==> src/sde_defs.vh <==
// Constants for the support director executor
`ifndef SDE_DEFS_VH
`define SDE_DEFS_VH
// Function codes held in director bits 07..00
`define SDE_FN_LOAD_RF   8'h80
`define SDE_FN_KEYPOINT  8'h8A
`define SDE_FN_LOAD_POLY 8'h84
`define SDE_FN_LOAD_HW   8'h86
`define SDE_FN_COPY_STAT 8'h88
// Director field positions
`define SDE_FN_HI        7
`define SDE_FN_LO        0
`define SDE_OPND_HI      23
`define SDE_OPND_LO      8
`define SDE_SEL_DIV_LO   25
`define SDE_SEL_DIV_HI   26
`define SDE_SEL_MUL_LO   27
`define SDE_SEL_MUL_HI   28
`define SDE_ADDR_HI      31
`define SDE_ADDR_LO      28
`define SDE_UNIT_EN      24
`define SDE_HW_PRESET    11
`define SDE_HW_BYTE8     12
`define SDE_HW_ZFILL     15
`define SDE_NOTCH_HI     20
`define SDE_NOTCH_LO     16
// Status word layout
`define SDE_ST_UNIT_HI   5
`define SDE_ST_UNIT_LO   0
`define SDE_ST_SEL_HI    15
`define SDE_ST_SEL_LO    7
// Copy status timing in internal clock pulses
`define SDE_COPY_GATE    4'h7
`define SDE_COPY_WRITE   4'h8
// Keypoint test point pulse, in ns, at 20 MHz
`define SDE_CLK_NS       50
`define SDE_KP_MIN_NS    100
`define SDE_KP_MAX_NS    140
`define SDE_KP_CYCLES    ((`SDE_KP_MIN_NS + `SDE_CLK_NS - 1) / `SDE_CLK_NS)
// Count loaded at pulse start: SDE_KP_CYCLES minus one, at counter width
`define SDE_KP_HOLD      2'h1
// Reset values
`define SDE_ZERO16       16'h0000
`define SDE_ZERO4        4'h0
`define SDE_ZERO5        5'h00
`endif

==> src/sde_executor.v <==
// Support director executor: load register file, keypoint, polynomial, hardware, copy status
`timescale 1ns/1ns
`default_nettype none
`include "sde_defs.vh"

// What this block does
// Phase two: done set, operand written, request
// Next phase pair: clear enables, set end flags
// Phase one clears end flag, companion self-clears
// Keypoint captures operand bits into catch register
// Keypoint strobe: low test point 100-140 ns
// Short directors end via honored, done, end
// Code 84 loads polynomial halves from operand
// Bits 25-28 choose divide/multiply halves
// Any select combination loads same operand
// Code 86 strobes hardware and notch registers
// Bit 11 presets else preclears checkword generator
// Bit 12 picks 8-bit else 6-bit mode
// Bit 15 enables zero fill at record end
// Bits 16-20 hold notch count minus one
// Hardware and notch capture together, set honored
// Copy status loads address, starts timing chain
// Bit 24 held; clear zeroes unit status bits
// Unit status bit order sector alert..on-line
// Bits 07-15 carry previously chosen status group
// No drive selected writes all-zero word
// Seventh pulse gates status onto bus
// Eighth pulse writes, stops chain, ends director
// Phase two after strobe drives operand onto bus
// Pending load blocks the next director request
// Phases alternate on system clock, one step each
module sde_executor (
  input  wire        clk,
  input  wire        reset_n,
  input  wire        function_director_decoded,
  input  wire [31:0] director_word,
  input  wire        drive_selected,
  input  wire [5:0]  unit_status,
  input  wire [8:0]  selected_status,
  output wire        clock_phase_one,
  output wire        clock_phase_two,
  output reg         execute_enable_strobe,
  output reg         keypoint_test_point_n,
  output reg         end_of_director,
  output reg         end_of_director_clear,
  output reg         operation_done_indication,
  output reg         next_director_request,
  output wire        request_block,
  output reg         request_honored,
  output reg         operand_to_bus_enable,
  output reg         selected_status_gate,
  output reg         unit_status_gate,
  output reg         status_write_strobe,
  output reg         regfile_memory_enable,
  output reg         regfile_upper_enable,
  output reg         regfile_write_enable,
  output reg         regfile_lower_write,
  output reg  [3:0]  regfile_address,
  output reg  [15:0] regfile_bus_out,
  output reg         regfile_bus_drive,
  output reg  [15:0] catch_register,
  output reg         divide_poly_low_load,
  output reg         divide_poly_high_load,
  output reg         multiply_poly_low_load,
  output reg         multiply_poly_high_load,
  output reg  [31:0] divide_polynomial,
  output reg  [31:0] multiply_polynomial,
  output reg         hw_conditions_load,
  output reg         checkword_preset,
  output reg         eight_bit_mode,
  output reg         zero_fill_enable,
  output reg  [4:0]  sector_notch_count
);

  // Sequencer states
  localparam [2:0] ST_IDLE   = 3'd0; // Waiting for a decoded director
  localparam [2:0] ST_LRF_BUS = 3'd1; // Load RF: wait phase two to drive bus
  localparam [2:0] ST_LRF_WR = 3'd2; // Load RF: wait phase two to write
  localparam [2:0] ST_LRF_CLR = 3'd3; // Load RF: wait next phase pair
  localparam [2:0] ST_HONOR  = 3'd4; // Short director: wait phase two
  localparam [2:0] ST_HEND   = 3'd5; // Short director: raise end flags
  localparam [2:0] ST_COPY   = 3'd6; // Copy status timing chain running
  localparam [2:0] ST_EOD    = 3'd7; // End flag up, wait phase one

  reg        phase;             // Low in phase one, high in phase two
  reg  [2:0] state;             // Sequencer state
  reg        load_rf_pending;   // Load register file flip-flop
  reg        op_done;           // Director operation done flip-flop
  reg        unit_hold;         // Bit 24 holding flip-flop
  reg        copy_active;       // Copy disk status flip-flop
  reg  [3:0] copy_count;        // Internal clock pulses since copy start
  reg  [1:0] kp_count;          // Test point low time remaining
  reg  [31:0] dir;              // Director captured at decode
  reg  [7:0] pend_fn;           // Function awaiting the execute strobe
  reg        pend;              // Execute strobe due next cycle
  wire       ph1;
  wire       ph2;

  // True when the function code is one this block executes
  function is_ours;
    input [7:0] fn;
    begin
      is_ours = (fn == `SDE_FN_LOAD_RF) || (fn == `SDE_FN_KEYPOINT) ||
                (fn == `SDE_FN_LOAD_POLY) || (fn == `SDE_FN_LOAD_HW) ||
                (fn == `SDE_FN_COPY_STAT);
    end
  endfunction

  // Status word assembly; unit bits only when held, nothing without a drive
  function [15:0] status_word;
    input       sel;
    input       hold;
    input [5:0] unit;
    input [8:0] group;
    reg   [15:0] w;
    begin
      w = `SDE_ZERO16;
      w[`SDE_ST_SEL_HI:`SDE_ST_SEL_LO] = group;
      if (hold)
        w[`SDE_ST_UNIT_HI:`SDE_ST_UNIT_LO] = unit;
      status_word = sel ? w : `SDE_ZERO16;
    end
  endfunction

  // Two phases alternate on successive system clocks
  assign ph1             = ~phase;
  assign ph2             = phase;
  assign clock_phase_one = ph1;
  assign clock_phase_two = ph2;
  // A pending load holds off fetching of the next director
  assign request_block   = load_rf_pending;

  // Phase divider: one step per phase keeps sequence timing exact
  always @(posedge clk or negedge reset_n) begin
    if (!reset_n)
      phase <= 1'b0;
    else
      phase <= ~phase;
  end

  // Decode stage: hold the director one cycle, then issue the strobe
  always @(posedge clk or negedge reset_n) begin
    if (!reset_n) begin
      dir                   <= 32'h0000_0000;
      pend_fn               <= 8'h00;
      pend                  <= 1'b0;
      execute_enable_strobe <= 1'b0;
    end else begin
      execute_enable_strobe <= pend;
      pend                  <= 1'b0;
      // Only accept a director while the sequencer is free
      if (function_director_decoded && state == ST_IDLE && !pend &&
          !execute_enable_strobe &&
          is_ours(director_word[`SDE_FN_HI:`SDE_FN_LO])) begin
        dir     <= director_word;
        pend_fn <= director_word[`SDE_FN_HI:`SDE_FN_LO];
        pend    <= 1'b1;
      end
    end
  end

  // Keypoint test point: active low for SDE_KP_CYCLES clocks, twice the strobe width
  always @(posedge clk or negedge reset_n) begin
    if (!reset_n) begin
      kp_count              <= 2'd0;
      keypoint_test_point_n <= 1'b1;
    end else if (pend && pend_fn == `SDE_FN_KEYPOINT) begin
      kp_count              <= `SDE_KP_HOLD;
      keypoint_test_point_n <= 1'b0;
    end else if (kp_count != 2'd0) begin
      kp_count <= kp_count - 2'd1;
    end else begin
      keypoint_test_point_n <= 1'b1;
    end
  end

  // Strobe-time loads: catch register, polynomials, hardware conditions
  // The catch register is loaded with the strobe so it is stable when
  // the test point rises again.
  always @(posedge clk or negedge reset_n) begin
    if (!reset_n) begin
      catch_register          <= `SDE_ZERO16;
      divide_polynomial       <= 32'h0000_0000;
      multiply_polynomial     <= 32'h0000_0000;
      divide_poly_low_load    <= 1'b0;
      divide_poly_high_load   <= 1'b0;
      multiply_poly_low_load  <= 1'b0;
      multiply_poly_high_load <= 1'b0;
      hw_conditions_load      <= 1'b0;
      checkword_preset        <= 1'b0;
      eight_bit_mode          <= 1'b0;
      zero_fill_enable        <= 1'b0;
      sector_notch_count      <= `SDE_ZERO5;
    end else begin
      divide_poly_low_load    <= 1'b0;
      divide_poly_high_load   <= 1'b0;
      multiply_poly_low_load  <= 1'b0;
      multiply_poly_high_load <= 1'b0;
      hw_conditions_load      <= 1'b0;
      if (execute_enable_strobe) begin
        case (pend_fn)
          `SDE_FN_KEYPOINT: begin
            catch_register <= dir[`SDE_OPND_HI:`SDE_OPND_LO];
          end
          `SDE_FN_LOAD_POLY: begin
            // Each select is independent, so all four may load at once
            divide_poly_low_load    <= dir[`SDE_SEL_DIV_LO];
            divide_poly_high_load   <= dir[`SDE_SEL_DIV_HI];
            multiply_poly_low_load  <= dir[`SDE_SEL_MUL_LO];
            multiply_poly_high_load <= dir[`SDE_SEL_MUL_HI];
            if (dir[`SDE_SEL_DIV_LO])
              divide_polynomial[15:0] <= dir[`SDE_OPND_HI:`SDE_OPND_LO];
            if (dir[`SDE_SEL_DIV_HI])
              divide_polynomial[31:16] <= dir[`SDE_OPND_HI:`SDE_OPND_LO];
            if (dir[`SDE_SEL_MUL_LO])
              multiply_polynomial[15:0] <= dir[`SDE_OPND_HI:`SDE_OPND_LO];
            if (dir[`SDE_SEL_MUL_HI])
              multiply_polynomial[31:16] <= dir[`SDE_OPND_HI:`SDE_OPND_LO];
          end
          `SDE_FN_LOAD_HW: begin
            hw_conditions_load <= 1'b1;
            checkword_preset   <= dir[`SDE_HW_PRESET];
            eight_bit_mode     <= dir[`SDE_HW_BYTE8];
            zero_fill_enable   <= dir[`SDE_HW_ZFILL];
            sector_notch_count <= dir[`SDE_NOTCH_HI:`SDE_NOTCH_LO];
          end
          default: begin
            // Other directors load nothing here
          end
        endcase
      end
    end
  end

  // Main sequencer for the closing steps of each director
  always @(posedge clk or negedge reset_n) begin
    if (!reset_n) begin
      state                     <= ST_IDLE;
      load_rf_pending           <= 1'b0;
      op_done                   <= 1'b0;
      operand_to_bus_enable     <= 1'b0;
      operation_done_indication <= 1'b0;
      next_director_request     <= 1'b0;
      request_honored           <= 1'b0;
      end_of_director           <= 1'b0;
      end_of_director_clear     <= 1'b0;
      regfile_memory_enable     <= 1'b1;
      regfile_upper_enable      <= 1'b0;
      regfile_write_enable      <= 1'b0;
      regfile_lower_write       <= 1'b0;
      regfile_address           <= `SDE_ZERO4;
      regfile_bus_out           <= `SDE_ZERO16;
      regfile_bus_drive         <= 1'b0;
      unit_hold                 <= 1'b0;
      copy_active               <= 1'b0;
      copy_count                <= `SDE_ZERO4;
      selected_status_gate      <= 1'b0;
      unit_status_gate          <= 1'b0;
      status_write_strobe       <= 1'b0;
    end else begin
      // Single-cycle outputs fall by default
      next_director_request     <= 1'b0;
      operation_done_indication <= 1'b0;
      regfile_write_enable      <= 1'b0;
      regfile_upper_enable      <= 1'b0;
      regfile_lower_write       <= 1'b0;
      status_write_strobe       <= 1'b0;
      // Companion flip-flop clocks itself clear once the end flag drops
      if (end_of_director_clear && !end_of_director)
        end_of_director_clear <= 1'b0;
      case (state)
        ST_IDLE: begin
          if (execute_enable_strobe) begin
            case (pend_fn)
              `SDE_FN_LOAD_RF: begin
                load_rf_pending <= 1'b1;
                regfile_address <= dir[`SDE_ADDR_HI:`SDE_ADDR_LO];
                state           <= ST_LRF_BUS;
              end
              `SDE_FN_COPY_STAT: begin
                regfile_address <= dir[`SDE_ADDR_HI:`SDE_ADDR_LO];
                unit_hold       <= dir[`SDE_UNIT_EN];
                copy_active     <= 1'b1;
                copy_count      <= `SDE_ZERO4;
                state           <= ST_COPY;
              end
              default: begin
                request_honored <= 1'b1;
                state           <= ST_HONOR;
              end
            endcase
          end
        end
        ST_LRF_BUS: begin
          // Float the read path and put the operand on the bus
          if (ph2) begin
            operand_to_bus_enable <= 1'b1;
            regfile_memory_enable <= 1'b0;
            regfile_bus_out       <= dir[`SDE_OPND_HI:`SDE_OPND_LO];
            regfile_bus_drive     <= 1'b1;
            state                 <= ST_LRF_WR;
          end
        end
        ST_LRF_WR: begin
          if (ph2) begin
            op_done                   <= 1'b1;
            regfile_memory_enable     <= 1'b1;
            regfile_upper_enable      <= 1'b1;
            regfile_write_enable      <= 1'b1;
            regfile_lower_write       <= 1'b1;
            next_director_request     <= 1'b1;
            operation_done_indication <= 1'b1;
            load_rf_pending           <= 1'b0;
            state                     <= ST_LRF_CLR;
          end
        end
        ST_LRF_CLR: begin
          // Phase one passes, the following phase two finishes the pair
          if (ph2) begin
            operand_to_bus_enable <= 1'b0;
            op_done               <= 1'b0;
            regfile_bus_drive     <= 1'b0;
            end_of_director       <= 1'b1;
            end_of_director_clear <= 1'b1;
            state                 <= ST_EOD;
          end
        end
        ST_HONOR: begin
          if (ph2) begin
            op_done                   <= 1'b1;
            request_honored           <= 1'b0;
            operation_done_indication <= 1'b1;
            state                     <= ST_HEND;
          end
        end
        ST_HEND: begin
          op_done               <= 1'b0;
          end_of_director       <= 1'b1;
          end_of_director_clear <= 1'b1;
          state                 <= ST_EOD;
        end
        ST_COPY: begin
          // Chain advances on internal clock pulses of phase one
          if (ph1) begin
            copy_count <= copy_count + 4'h1;
            if (copy_count + 4'h1 == `SDE_COPY_GATE) begin
              regfile_memory_enable <= 1'b0;
              selected_status_gate  <= 1'b1;
              unit_status_gate      <= unit_hold;
              regfile_bus_out       <= status_word(drive_selected, unit_hold,
                                                   unit_status, selected_status);
              regfile_bus_drive     <= 1'b1;
            end else if (copy_count + 4'h1 == `SDE_COPY_WRITE) begin
              status_write_strobe   <= 1'b1;
              regfile_write_enable  <= 1'b1;
              regfile_upper_enable  <= 1'b1;
              regfile_lower_write   <= 1'b1;
              regfile_memory_enable <= 1'b1;
              copy_active           <= 1'b0;
              end_of_director       <= 1'b1;
              end_of_director_clear <= 1'b1;
              state                 <= ST_EOD;
            end
          end
        end
        ST_EOD: begin
          // Bus is released once the written word has been taken
          selected_status_gate <= 1'b0;
          unit_status_gate     <= 1'b0;
          regfile_bus_drive    <= 1'b0;
          if (ph1) begin
            end_of_director <= 1'b0;
            state           <= ST_IDLE;
          end
        end
        default: begin
          state <= ST_IDLE;
        end
      endcase
    end
  end

endmodule
`default_nettype wire

==> config.mk <==
export PLATFORM = sky130hd
export DESIGN_NAME = sde_executor
export DESIGN_NICKNAME = d
export VERILOG_FILES = /design/src/sde_executor.v
export VERILOG_INCLUDE_DIRS = /design/src /design/src/src
export SDC_FILE = /design/constraint.sdc
export NUM_CORES = 1
export LEC_CHECK = 0
export ABC_AREA = 1
export BUFFER_PORTS_ARGS = -buffer_cell sky130_fd_sc_hd__buf_2
export CAP_MARGIN = 40
export CORE_ASPECT_RATIO = 0.9
export CORE_UTILIZATION = 45
export DETAILED_ROUTE_END_ITERATION = 10
export GPL_TIMING_DRIVEN = 0
export PLACE_DENSITY = 0.7
export SYNTH_ARGS = -nofsm -noshare
export SYNTH_HDL_FRONTEND = slang
export SYNTH_SLANG_ARGS = --single-unit
==> constraint.sdc <==
create_clock -name clk -period 2 [get_ports clk]
set_input_delay 0.2 -clock clk [delete_from_list [all_inputs] [get_ports clk]]
set_output_delay 0.2 -clock clk [all_outputs]
set_load 0.05 [all_outputs]
==> flow_summary_export.csv, run 1 <==
group,metric,value,unit
run_status,status,"completed",
synthesis,synth_area_leaders,"dfrtp_1 61%, nand2_1 13%, o21ai_0 10%",
setup_path,crit_family,"buffers and inverters",
setup_path,slowest_stage,"dfrtp_1",
worst_hold_path,hold_start,"director_word[9]",
timing,rsz0062_at_grt,"no",
timing,setup_viol,0,
setup_path,crit_path_end_kind,"flop",
grt,antenna_found_initial,0,
drt,highest_layer,"met4",
floorplanning,num_io_pins,183,
timing,slew_headroom,47.77,%
synthesis,ys_warn_count,0,
worst_hold_path,hold_path_depth,3,
synthesis,synth_cell_type_count,22,
timing,worstMarginPinSlew,0.7835,ns
drt,wl,18.91,mm
synthesis,syn_nets,830,
timing,fmax,548.9,MHz
timing,fin_crit_sh,91.09,%
setup_path,arrival,2.11,ns
placement,dp.cells,1155,
finish,area_delta_synth_final,28.16,%
synthesis,ys_seq_elements,172,
drt,dr_wl_met3,1.222,mm
synthesis,synth_common_cells,"241 x nand2_1, 170 x dfrtp_1, 145 x o21ai_0",
timing,hold_violations,0,
placement,dpl_cell_area,8198,µm²
floorplanning,die_y,120.4,µm
timing,skew,0.01040,ns
setup_path,r2r_slack,0.18,ns
finish,fin_area,8980,µm²
setup_path,crit_chain,"buf_2, nor2_4, nand2_1, inv_2, nand2_1, inv_1, nand2_2, inv_2, buf_2, o21ai_0",
drt,drt_iter0_markers,488,
clocking,cts.sinks,172,
worst_hold_path,hold_path_end,"dir[9]$_DFFE_PN0P_",
drt,vias,6066,
setup_path,cp_num_buf_inv,5,
power,vdd_drop_max,0.0009618,V
drt,vias_per_cell,5.022,
setup_path,worstSetupPathType,"flop to flop",
finish,fin_cells,1208,
timing,fin_ws,0.1782,ns
drt,route.met2.wl,8.619,mm
placement,pre_cts_slack,0.1042,ns
clocking,clkTransAtPathRegs,0.06,ns
drt,wl_per_cell,15.65,µm
clocking,clk_latency,0.43,ns
setup_path,r2r_end,"dir[23]$_DFFE_PN0P_",
synthesis,synth_top_area_share,60.71,%
clocking,clock_path_buffers,2,
drt,met1Wirelength,8.881,mm
timing,fin_crit,1.822,ns
floorplanning,core,14980,µm²
worst_hold_path,hold_path_class,"input port to flop",
finish,nFillCells,1382,
setup_path,worstRegToRegCells,10,
synthesis,syn-cell-area,7007,µm²
setup_path,required,2.29,ns
placement,port_buffers,181,
floorplanning,start_util,46.78,%
clocking,htree_levels,4,
placement,place_congestion,0.8436,
floorplanning,rows,42,
drt,ant_nets,0,
clocking,root_buffer,"clkbuf_16",
grt,grt_overflow,0,
finish,nets,1055,
setup_path,r2r-start,"state[0]$_DFFE_PN0P_",
drt,dr.pass1.iters,5,
grt,grt_usage,24.72,%
synthesis,seq_area_frac_synth,61.46,%
placement,dpl.hpwl,13.33,mm
synthesis,async_reset_ff_share,100.0,%
finish,n_antenna_cell,0,
synthesis,synth_top_area_cell,"dfrtp_1",
setup_path,cp_max_fo,10,
synthesis,avgSynthCellArea,9.041,µm²
drt,drc,0,
grt,grt_max_degree,106,
finish,drive_above_1_share,24.65,%
setup_path,crit_path_start_kind,"flop",
clocking,cts_tree,"done",
synthesis,synth_edf_count,0,
timing,maxSlewViolCount,0,
grt,grt_first_pass_wirelength,29.96,mm
power,p_leak,4.864,nW
floorplanning,die_area,16070,µm²
setup_path,cpPeakStageDelay,0.36,ns
floorplanning,die_w,133.5,µm
clocking,numCtsBuffers,17,
run,max-cap-violations,0,
power,powerDensity,1164,nW/µm²
synthesis,synth_most_common_cell,"nand2_1",
grt,grt_pass1_vias,5606,
synthesis,synthFlopType,"dfrtp_1",
synthesis,synth_cells,775,
==> sequential cells by signal (all words and copies together) (netlist names), 2 cells and up <==
name and cells:
dir 32, divide_polynomial 32, multiply_polynomial 32, catch_register 16, regfile_bus_out 16, sector_notch_count 5
copy_count 4, regfile_address 4, state 3, kp_count 2
==> metal layers <==
layer / track usage (%) / vias to the layer above
met5: 0 / -
met4: 6.108 / 0
met3: 5.367 / 15
met2: 37.01 / 217
met1: 36.54 / 2888
li1: - / 2946
==> worst max-delay path by stage <==
stage,from,to,slack (ns),depth (start not counted)
after floorplan,clock_phase_two$_DFF_PN0_,regfile_bus_out[10]$_DFFE_PN0P_,0.04,8
after global placement,reset_n,hw_conditions_load$_DFF_PN0_,-1.96,1
after detailed placement,dir[6]$_DFFE_PN0P_,multiply_polynomial[8]$_DFFE_PN0P_,0.10,8
after CTS,dir[6]$_DFFE_PN0P_,multiply_polynomial[8]$_DFFE_PN0P_,0.05,8
after global routing,dir[5]$_DFFE_PN0P_,catch_register[13]$_DFFE_PN0P_,0.008,8
final,state[0]$_DFFE_PN0P_,dir[23]$_DFFE_PN0P_,0.18,10
==> final cells by class <==
type / instances / area (µm²) / share of cell area, %
flip-flops and latches: 172 / 4307 / 47.96
multi-input cells: 504 / 2275 / 25.33
repair buffers: 206 / 1179 / 13.13
clock buffers: 19 / 442.9 / 4.932
well taps: 198 / 247.7 / 2.759
inverters: 63 / 236.5 / 2.633
plain buffers: 36 / 196.4 / 2.188
clock inverters: 10 / 96.34 / 1.073
==> tightest hold or removal path, stage by stage <==
cell and delay, ns:
buf_2 0.09, nand2_1 0.05, o21ai_0 0.06
==> kinds of logic after synthesis <==
logic type | share of synthesized area (%)
flops | 61.46
buf+inv | 6.071
fa+ha+maj | 0.7143
compound gates | 10.68
simple gates | 21.07
==> report_power, final <==
part	leakage, nW	switching [W]	internal (W)
combinational	2.39	0.00239	0.000840
sequential	2.21	0.000219	0.00394
clock	0.265	0.00134	0.00173
==> metrics by stage <==
step	TNS (ns)	util (%)	power [W]	hold slack, ns
after global routing	0	59.96	0.01103	0.02419
after global placement	-333.39	54.49	0.007335	0.3955
final	0	59.96	0.01045	0.01629
after CTS	0	59.81	0.01048	0.004736
after floorplan	0	-	0.006485	-0.09559
after detailed placement	0	54.74	0.007396	0.3054
==> cell usage in the layout, fill, tap and decap left out, types with 12 or more instances in the layout <==
cell	netlist	final
nand2_1	241	241
buf_2	7	188
dfrtp_1	170	170
o21ai_0	145	145
inv_1	60	60
nand3_1	53	53
nor2_1	35	35
dlygate4sd3_1	0	22
clkbuf_16	0	17
clkbuf_1	19	14
nand4_1	12	12
==> timing repair <==
item | CTS | global route
endpoints found under the setup margin | 0 | 34
hold endpoints to repair | 123 | 0
hold buffers | 22 | 0
resized for setup | 0 | 13
buffers inserted | 0 | 2
Note: power is estimated with default switching activity, not from simulation.
==> inputs of run 2 (changes only) <==
--- a/config.mk
+++ b/config.mk
@@ -6,7 +6,7 @@
 export SDC_FILE = /design/constraint.sdc
 export NUM_CORES = 1
 export LEC_CHECK = 0
-export ABC_AREA = 1
+export ABC_AREA = 0
 export BUFFER_PORTS_ARGS = -buffer_cell sky130_fd_sc_hd__buf_2
 export CAP_MARGIN = 40
 export CORE_ASPECT_RATIO = 0.9
==> run 2 against run 1 <==
Compared with the run above: the run now ends with negative setup slack left; die area is 0.23% higher; synthesized cell count is 33% lower; register-to-register slack worse by 0.24 ns; sequential power grew 2%; total power is 1.3% lower; setup slack worse by 0.24 ns; global-route usage decreased by 0.73 points; design area up 8.4%; combinational power fell by 15%; via count is 17% lower; clock power rose by 9.1%; non-clock buffer count grew 4; critical path type unchanged; critical endpoint is now multiply_polynomial[27]$_DFFE_PN0P_.
==> flow_summary_export.csv, run 2 <==
group,metric,value,unit
power,power,0.01032,W
synthesis,ys_warn_count,0,
drt,vias,5038,
finish,mostFrequentLayoutCell,"buf_2",
placement,dpl_cell_area,8358,µm²
clocking,clkTransAtPathRegs,0.07,ns
floorplanning,die_y,120.5,µm
clocking,cts.sinks,172,
setup_path,crit_chain,"or4_4, nor4_4, buf_6, nand2_8, buf_12, mux2_2",
timing,skew,0.008946,ns
drt,dr_wl_met3,1.293,mm
power,vdd_drop_max,0.0008730,V
grt,grt_overflow,0,
synthesis,synth_top_area_share,60.57,%
grt,antenna_found_initial,4,
finish,nets,814,
setup_path,arrival,2.36,ns
setup_path,worstSetupPathType,"flop to flop",
worst_hold_path,hold_path_class,"input port to flop",
floorplanning,core,14980,µm²
synthesis,yosys.area_share.simple,8.213,%
timing,hold_violations,0,
floorplanning,start_util,46.89,%
synthesis,synth_cell_type_count,49,
finish,area_delta_synth_final,38.66,%
synthesis,async_reset_ff_share,100.0,%
synthesis,syn_nets,575,
synthesis,synth_top_family_by_area,"multiplexers",
synthesis,synthFlopType,"dfrtp_1",
synthesis,synth_compound_area_share,4.222,%
synthesis,ys_seq_elements,172,
floorplanning,die_w,133.7,µm
setup_path,cpPeakStageDelay,0.57,ns
finish,drive_above_1_share,55.70,%
finish,final_cell_mix,"181 x buf_2, 165 x dfrtp_1, 109 x mux2_2, 45 x nand2_1, 27 x mux2_4",
grt,grt_usage,23.99,%
synthesis,synth-xor-area-share,0.6236,%
setup_path,crit_path_end_kind,"flop",
run,max-cap-violations,0,
timing,fin_crit_sh,102.8,%
synthesis,muxShareOfSynthArea,22.38,%
grt,grt_first_pass_wirelength,28.83,mm
finish,nFillCells,1118,
clocking,numCtsBuffers,17,
clocking,clock_path_buffers,2,
timing,rsz0062_at_grt,"yes",
setup_path,cp_max_fo,5,
clocking,root_buffer,"clkbuf_16",
power,p_leak,5.237,nW
finish,fin_area,9738,µm²
placement,place_congestion,0.8536,
finish,reg_top3,"dir x32, divide_polynomial x32, multiply_polynomial x32",
synthesis,syn-cell-area,7023,µm²
synthesis,synth_area_leaders,"dfrtp_1 61%, mux2_2 22%, nand2_1 2.4%",
drt,route.met2.wl,8.958,mm
setup_path,crit_path_start_kind,"flop",
drt,highest_layer,"met5",
floorplanning,num_io_pins,183,
placement,dpl.hpwl,12.01,mm
timing,setup_viol,78,
timing,worstMarginPinSlew,0.6442,ns
drt,dr.pass1.iters,4,
clocking,htree_levels,4,
grt,grt_pass1_vias,5172,
timing,fin_ws,-0.05700,ns
synthesis,synth_most_common_cell,"dfrtp_1",
run_status,status,"complete, but fails checks",
drt,ant_nets,0,
placement,pre_cts_slack,-0.4858,ns
synthesis,synth_common_cells,"170 x dfrtp_1, 136 x mux2_2, 45 x nand2_1",
synthesis,synth_top_area_cell,"dfrtp_1",
setup_path,slowest_stage,"or4_4",
timing,fmax,486.1,MHz
synthesis,avgSynthCellArea,13.51,µm²
run_status,violations,"negative setup slack",
clocking,clk_latency,0.43,ns
synthesis,seq_area_frac_synth,61.32,%
timing,holdWs,0.01673,ns
synthesis,synth_adder_area_share,0.7126,%
drt,vias_per_cell,5.183,
drt,wl_per_cell,19.19,µm
timing,maxSlewViolCount,0,
drt,met1Wirelength,8.012,mm
grt,grt_max_degree,95,
floorplanning,rows,42,
power,powerDensity,1059,nW/µm²
setup_path,required,2.31,ns
drt,wl,18.65,mm
clocking,cts_tree,"done",
timing,fin_crit,2.057,ns
floorplanning,die_area,16110,µm²
placement,port_buffers,181,
drt,drt_iter0_markers,216,
timing,slew_headroom,57.05,%
drt,drc,0,
synthesis,synth_cells,520,
synthesis,synth_edf_count,0,
[run 2: worst max-delay path: cells and delay by family, from the launching register on]
kind	cells	cell delay (ns)
buf+inv	2	0.41
flops	1	0.40
mux	1	0.27
simple gates	3	0.85
[run 2: layer usage]
metal	vias up	GRT usage [%]
li1	2311	-
met1	2507	31.44
met2	189	38.22
met3	27	6.709
met4	4	8.594
met5	-	0
[run 2: area by class of cell]
cell class                      count  area, µm²  share of cell area (%)
Clock buffer                       19      442.9                   4.548
Timing Repair Buffer              222       1458                   14.97
Buffer                             24      254.0                   2.608
Antenna cell                        2      5.005                 0.05139
Clock inverter                     13      155.1                   1.593
Sequential cell                   172       4313                   44.29
Multi-Input combinational cell    308       2810                   28.86
Inverter                           14      52.55                  0.5396
Tap cell                          198      247.7                   2.544
[run 2: final timing paths]
check	from	end	slack [ns]	cells after the start
setup / recovery	dir[5]$_DFFE_PN0P_	multiply_polynomial[27]$_DFFE_PN0P_	-0.06	6
hold / removal	director_word[9]	dir[9]$_DFFE_PN0P_	0.02	2
setup reg to reg	dir[5]$_DFFE_PN0P_	multiply_polynomial[27]$_DFFE_PN0P_	-0.06	6
hold reg to reg	pend$_DFF_PN0_	execute_enable_strobe$_DFF_PN0_	0.43	0
max in group asynchronous	reset_n	copy_count[1]$_DFFE_PN0P_	0.81	3
min in group asynchronous	reset_n	catch_register[1]$_DFFE_PN0P_	0.33	2
[run 2: cells by family (layout without fill, tap and decap cells)]
| logic type | after synthesis | count (layout) |
|---|---|---|
| AO/OA/AOI/OAI | 48 | 48 |
| XOR/XNOR | 5 | 5 |
| multiplexers | 140 | 140 |
| other | 0 | 2 |
| AND/OR/NAND/NOR | 111 | 111 |
| buffers and inverters | 40 | 292 |
| flip-flops | 172 | 172 |
| adder cells (fa/ha/maj) | 4 | 4 |
[run 2: power by group]
group | total (W) | internal, W | leakage, nW | switching [W]
Clock | 0.00335 | 0.00190 | 0.283 | 0.00144
Combinational | 0.00273 | 0.00103 | 2.61 | 0.00170
Sequential | 0.00424 | 0.00385 | 2.35 | 0.000389
[run 2: what timing repair did]
action                                 CTS  global route
buffers inserted                        17             8
setup endpoints to repair              129           127
gates cloned                             2             3
hold buffers                            10             0
gates resized for setup                 46            33
pin swaps                                7             8
endpoints found under the hold margin   87             0
[run 2: through the flow]
step,TNS (ns),utilization (%),std cells
after floorplan,-0.1600,-,520
after global placement,-325.08,55.56,899
after detailed placement,-26.47,55.81,900
after CTS,-1.841,63.26,960
after global routing,-5.700,64.99,970
final,-1.606,65.02,972
==> inputs of run 3 (changes only) <==
--- a/config.mk
+++ b/config.mk
@@ -7,6 +7,7 @@
 export NUM_CORES = 1
 export LEC_CHECK = 0
 export ABC_AREA = 0
+export ABC_CLOCK_PERIOD_IN_PS = 1940
 export BUFFER_PORTS_ARGS = -buffer_cell sky130_fd_sc_hd__buf_2
 export CAP_MARGIN = 40
 export CORE_ASPECT_RATIO = 0.9
==> constraint.sdc (replaced) <==
create_clock -name clk -period 1.94 [get_ports clk]
set_input_delay 0.194 -clock clk [delete_from_list [all_inputs] [get_ports clk]]
set_output_delay 0.194 -clock clk [all_outputs]
set_load 0.05 [all_outputs]
==> run 3 against run 2 <==
Compared with the run above: fmax down 0.44%; non-clock buffer count up 15; sequential share of layout area down 0.81 points; clock skew about the same; register-to-register slack worse by 0.07 ns; worst hold slack worse by 0.0019 ns; via count up 1.8%; flip-flop and latch count unchanged; the flow still finishes with violations (negative setup slack); design area up 1.8%; critical path depth up 1; largest cell class unchanged; clock-buffer cell count up 1; cell count up 1.3%.
==> flow_summary_export.csv, run 3 (synthesized netlist as in run 2, its figures left out) <==
group,metric,value,unit
run_status,status,"complete, but fails checks",
run_status,violations,"negative setup slack",
drt,vias,5130,
grt,grt_max_degree,96,
grt,grt_pass1_vias,5245,
clocking,numCtsBuffers,17,
placement,dpl_cell_area,8399,µm²
timing,rsz0062_at_grt,"yes",
placement,place_congestion,0.8299,
timing,setup_viol,88,
finish,final_cell_mix,"180 x buf_2, 166 x dfrtp_1, 109 x mux2_2, 45 x nand2_1, 27 x mux2_4",
floorplanning,num_io_pins,183,
timing,fin_crit,2.066,ns
finish,drive_above_1_share,55.15,%
drt,wl,18.33,mm
power,p_leak,5.332,nW
floorplanning,die_w,133.7,µm
drt,ant_nets,0,
floorplanning,rows,42,
floorplanning,die_y,120.5,µm
setup_path,cp_max_fo,5,
setup_path,required,2.25,ns
setup_path,crit_path_end_kind,"flop",
setup_path,arrival,2.37,ns
timing,fin_crit_sh,106.5,%
timing,maxSlewViolCount,0,
power,vdd_drop_max,0.0007259,V
drt,dr.pass1.iters,5,
timing,slew_headroom,52.33,%
finish,final_core_util,66.22,%
run,max-cap-violations,0,
worst_hold_path,hold_path_class,"input port to flop",
clocking,root_buffer,"clkbuf_16",
drt,vias_per_cell,5.208,
finish,mostFrequentLayoutCell,"buf_2",
timing,tns,-5.312,ns
power,powerDensity,1078,nW/µm²
clocking,clkTransAtPathRegs,0.06,ns
grt,grt_overflow,0,
timing,worstMarginPinSlew,0.7150,ns
timing,skew,0.008728,ns
timing,fmax,484.0,MHz
finish,area_delta_synth_final,41.21,%
finish,reg_top3,"dir x32, divide_polynomial x32, multiply_polynomial x32",
timing,fin_ws,-0.1260,ns
clocking,cts_tree,"done",
grt,antenna_found_initial,0,
clocking,htree_levels,4,
clocking,cts.sinks,172,
placement,dpl.hpwl,12.13,mm
finish,fin_area,9917,µm²
drt,drc,0,
placement,port_buffers,181,
grt,grt_usage,24.07,%
floorplanning,die_area,16110,µm²
grt,grt_first_pass_wirelength,28.87,mm
finish,n_antenna_cell,0,
drt,drt_iter0_markers,233,
finish,nFillCells,1120,
power,power,0.01069,W
floorplanning,start_util,46.89,%
clocking,clk_latency,0.42,ns
finish,nets,829,
drt,wl_per_cell,18.61,µm
clocking,clock_path_buffers,2,
floorplanning,core,14980,µm²
setup_path,worstSetupPathType,"flop to flop",
setup_path,crit_path_start_kind,"flop",
timing,hold_violations,0,
## run 3: changes by cell type in the layout (fill, tap and decap cells not counted), sizes merged, moves of 2 or more
cell,change
buf,+8
clkinvlp,-2
diode,-2
dlygate4sd3,+8
## run 3: worst max-delay path, stage by stage (launching register included)
cell and delay (ns):
dfrtp_2 0.41, or3_4 0.42, a2111oi_4 0.18, and4_1 0.24, buf_6 0.15, buf_12 0.12, buf_12 0.13, mux2_4 0.30
## run 3: metal layers
| layer | global-route usage, % | vias up | wire length [µm] |
|---|---|---|---|
| met5 | 0 | - | 0 |
| met4 | 6.605 | 0 | 305 |
| met3 | 6.960 | 23 | 1398 |
| met2 | 38.93 | 194 | 8789 |
| met1 | 31.69 | 2584 | 7834 |
| li1 | - | 2329 | - |
## run 3: where the power goes
part / switching [W] / internal, W / total, W
logic: 0.00175 / 0.00110 / 0.00285
registers: 0.000387 / 0.00397 / 0.00436
clock network: 0.00141 / 0.00208 / 0.00349
total: 0.00355 / 0.00714 / 0.0107
## run 3: worst paths after layout
path,startpoint,to,slack (ns),depth (start not counted)
min reg2reg,pend$_DFF_PN0_,execute_enable_strobe$_DFF_PN0_,0.46,0
max in group asynchronous,reset_n,catch_register[14]$_DFFE_PN0P_,0.74,3
max reg2reg,state[1]$_DFFE_PN0P_,dir[12]$_DFFE_PN0P_,-0.13,7
min,director_word[13],dir[13]$_DFFE_PN0P_,0.01,2
max,state[1]$_DFFE_PN0P_,dir[12]$_DFFE_PN0P_,-0.13,7
min in group asynchronous,reset_n,divide_polynomial[18]$_DFFE_PN0P_,0.36,2
## run 3: area by class of cell
type | instances | area [µm²] | area share, %
flip-flops and latches | 172 | 4312 | 43.48
multi-input cells | 308 | 2795 | 28.19
repair buffers | 237 | 1654 | 16.68
clock buffers | 20 | 446.7 | 4.504
plain buffers | 24 | 249.0 | 2.511
well taps | 198 | 247.7 | 2.498
clock inverters | 12 | 160.2 | 1.615
inverters | 14 | 52.55 | 0.5299
## run 3: metrics by stage
step	hold WS, ns	setup WS (ns)	instances
finish	0.01485	-0.1260	985
detailed placement	0.2588	-0.4840	900
CTS	0.001501	-0.1577	983
global route	0.003759	-0.1859	985
floorplan	-0.1016	-0.06784	520
global placement	0.4266	-2.144	899
## run 3: timing repair
item / 4_1_cts / 5_1_grt
resized for setup: 52 / 12
setup endpoints to repair: 143 / 133
hold buffers: 18 / 0
pin swaps: 5 / 2
buffers inserted: 28 / 5
endpoints found under the hold margin: 109 / 0
gates cloned: 6 / 0
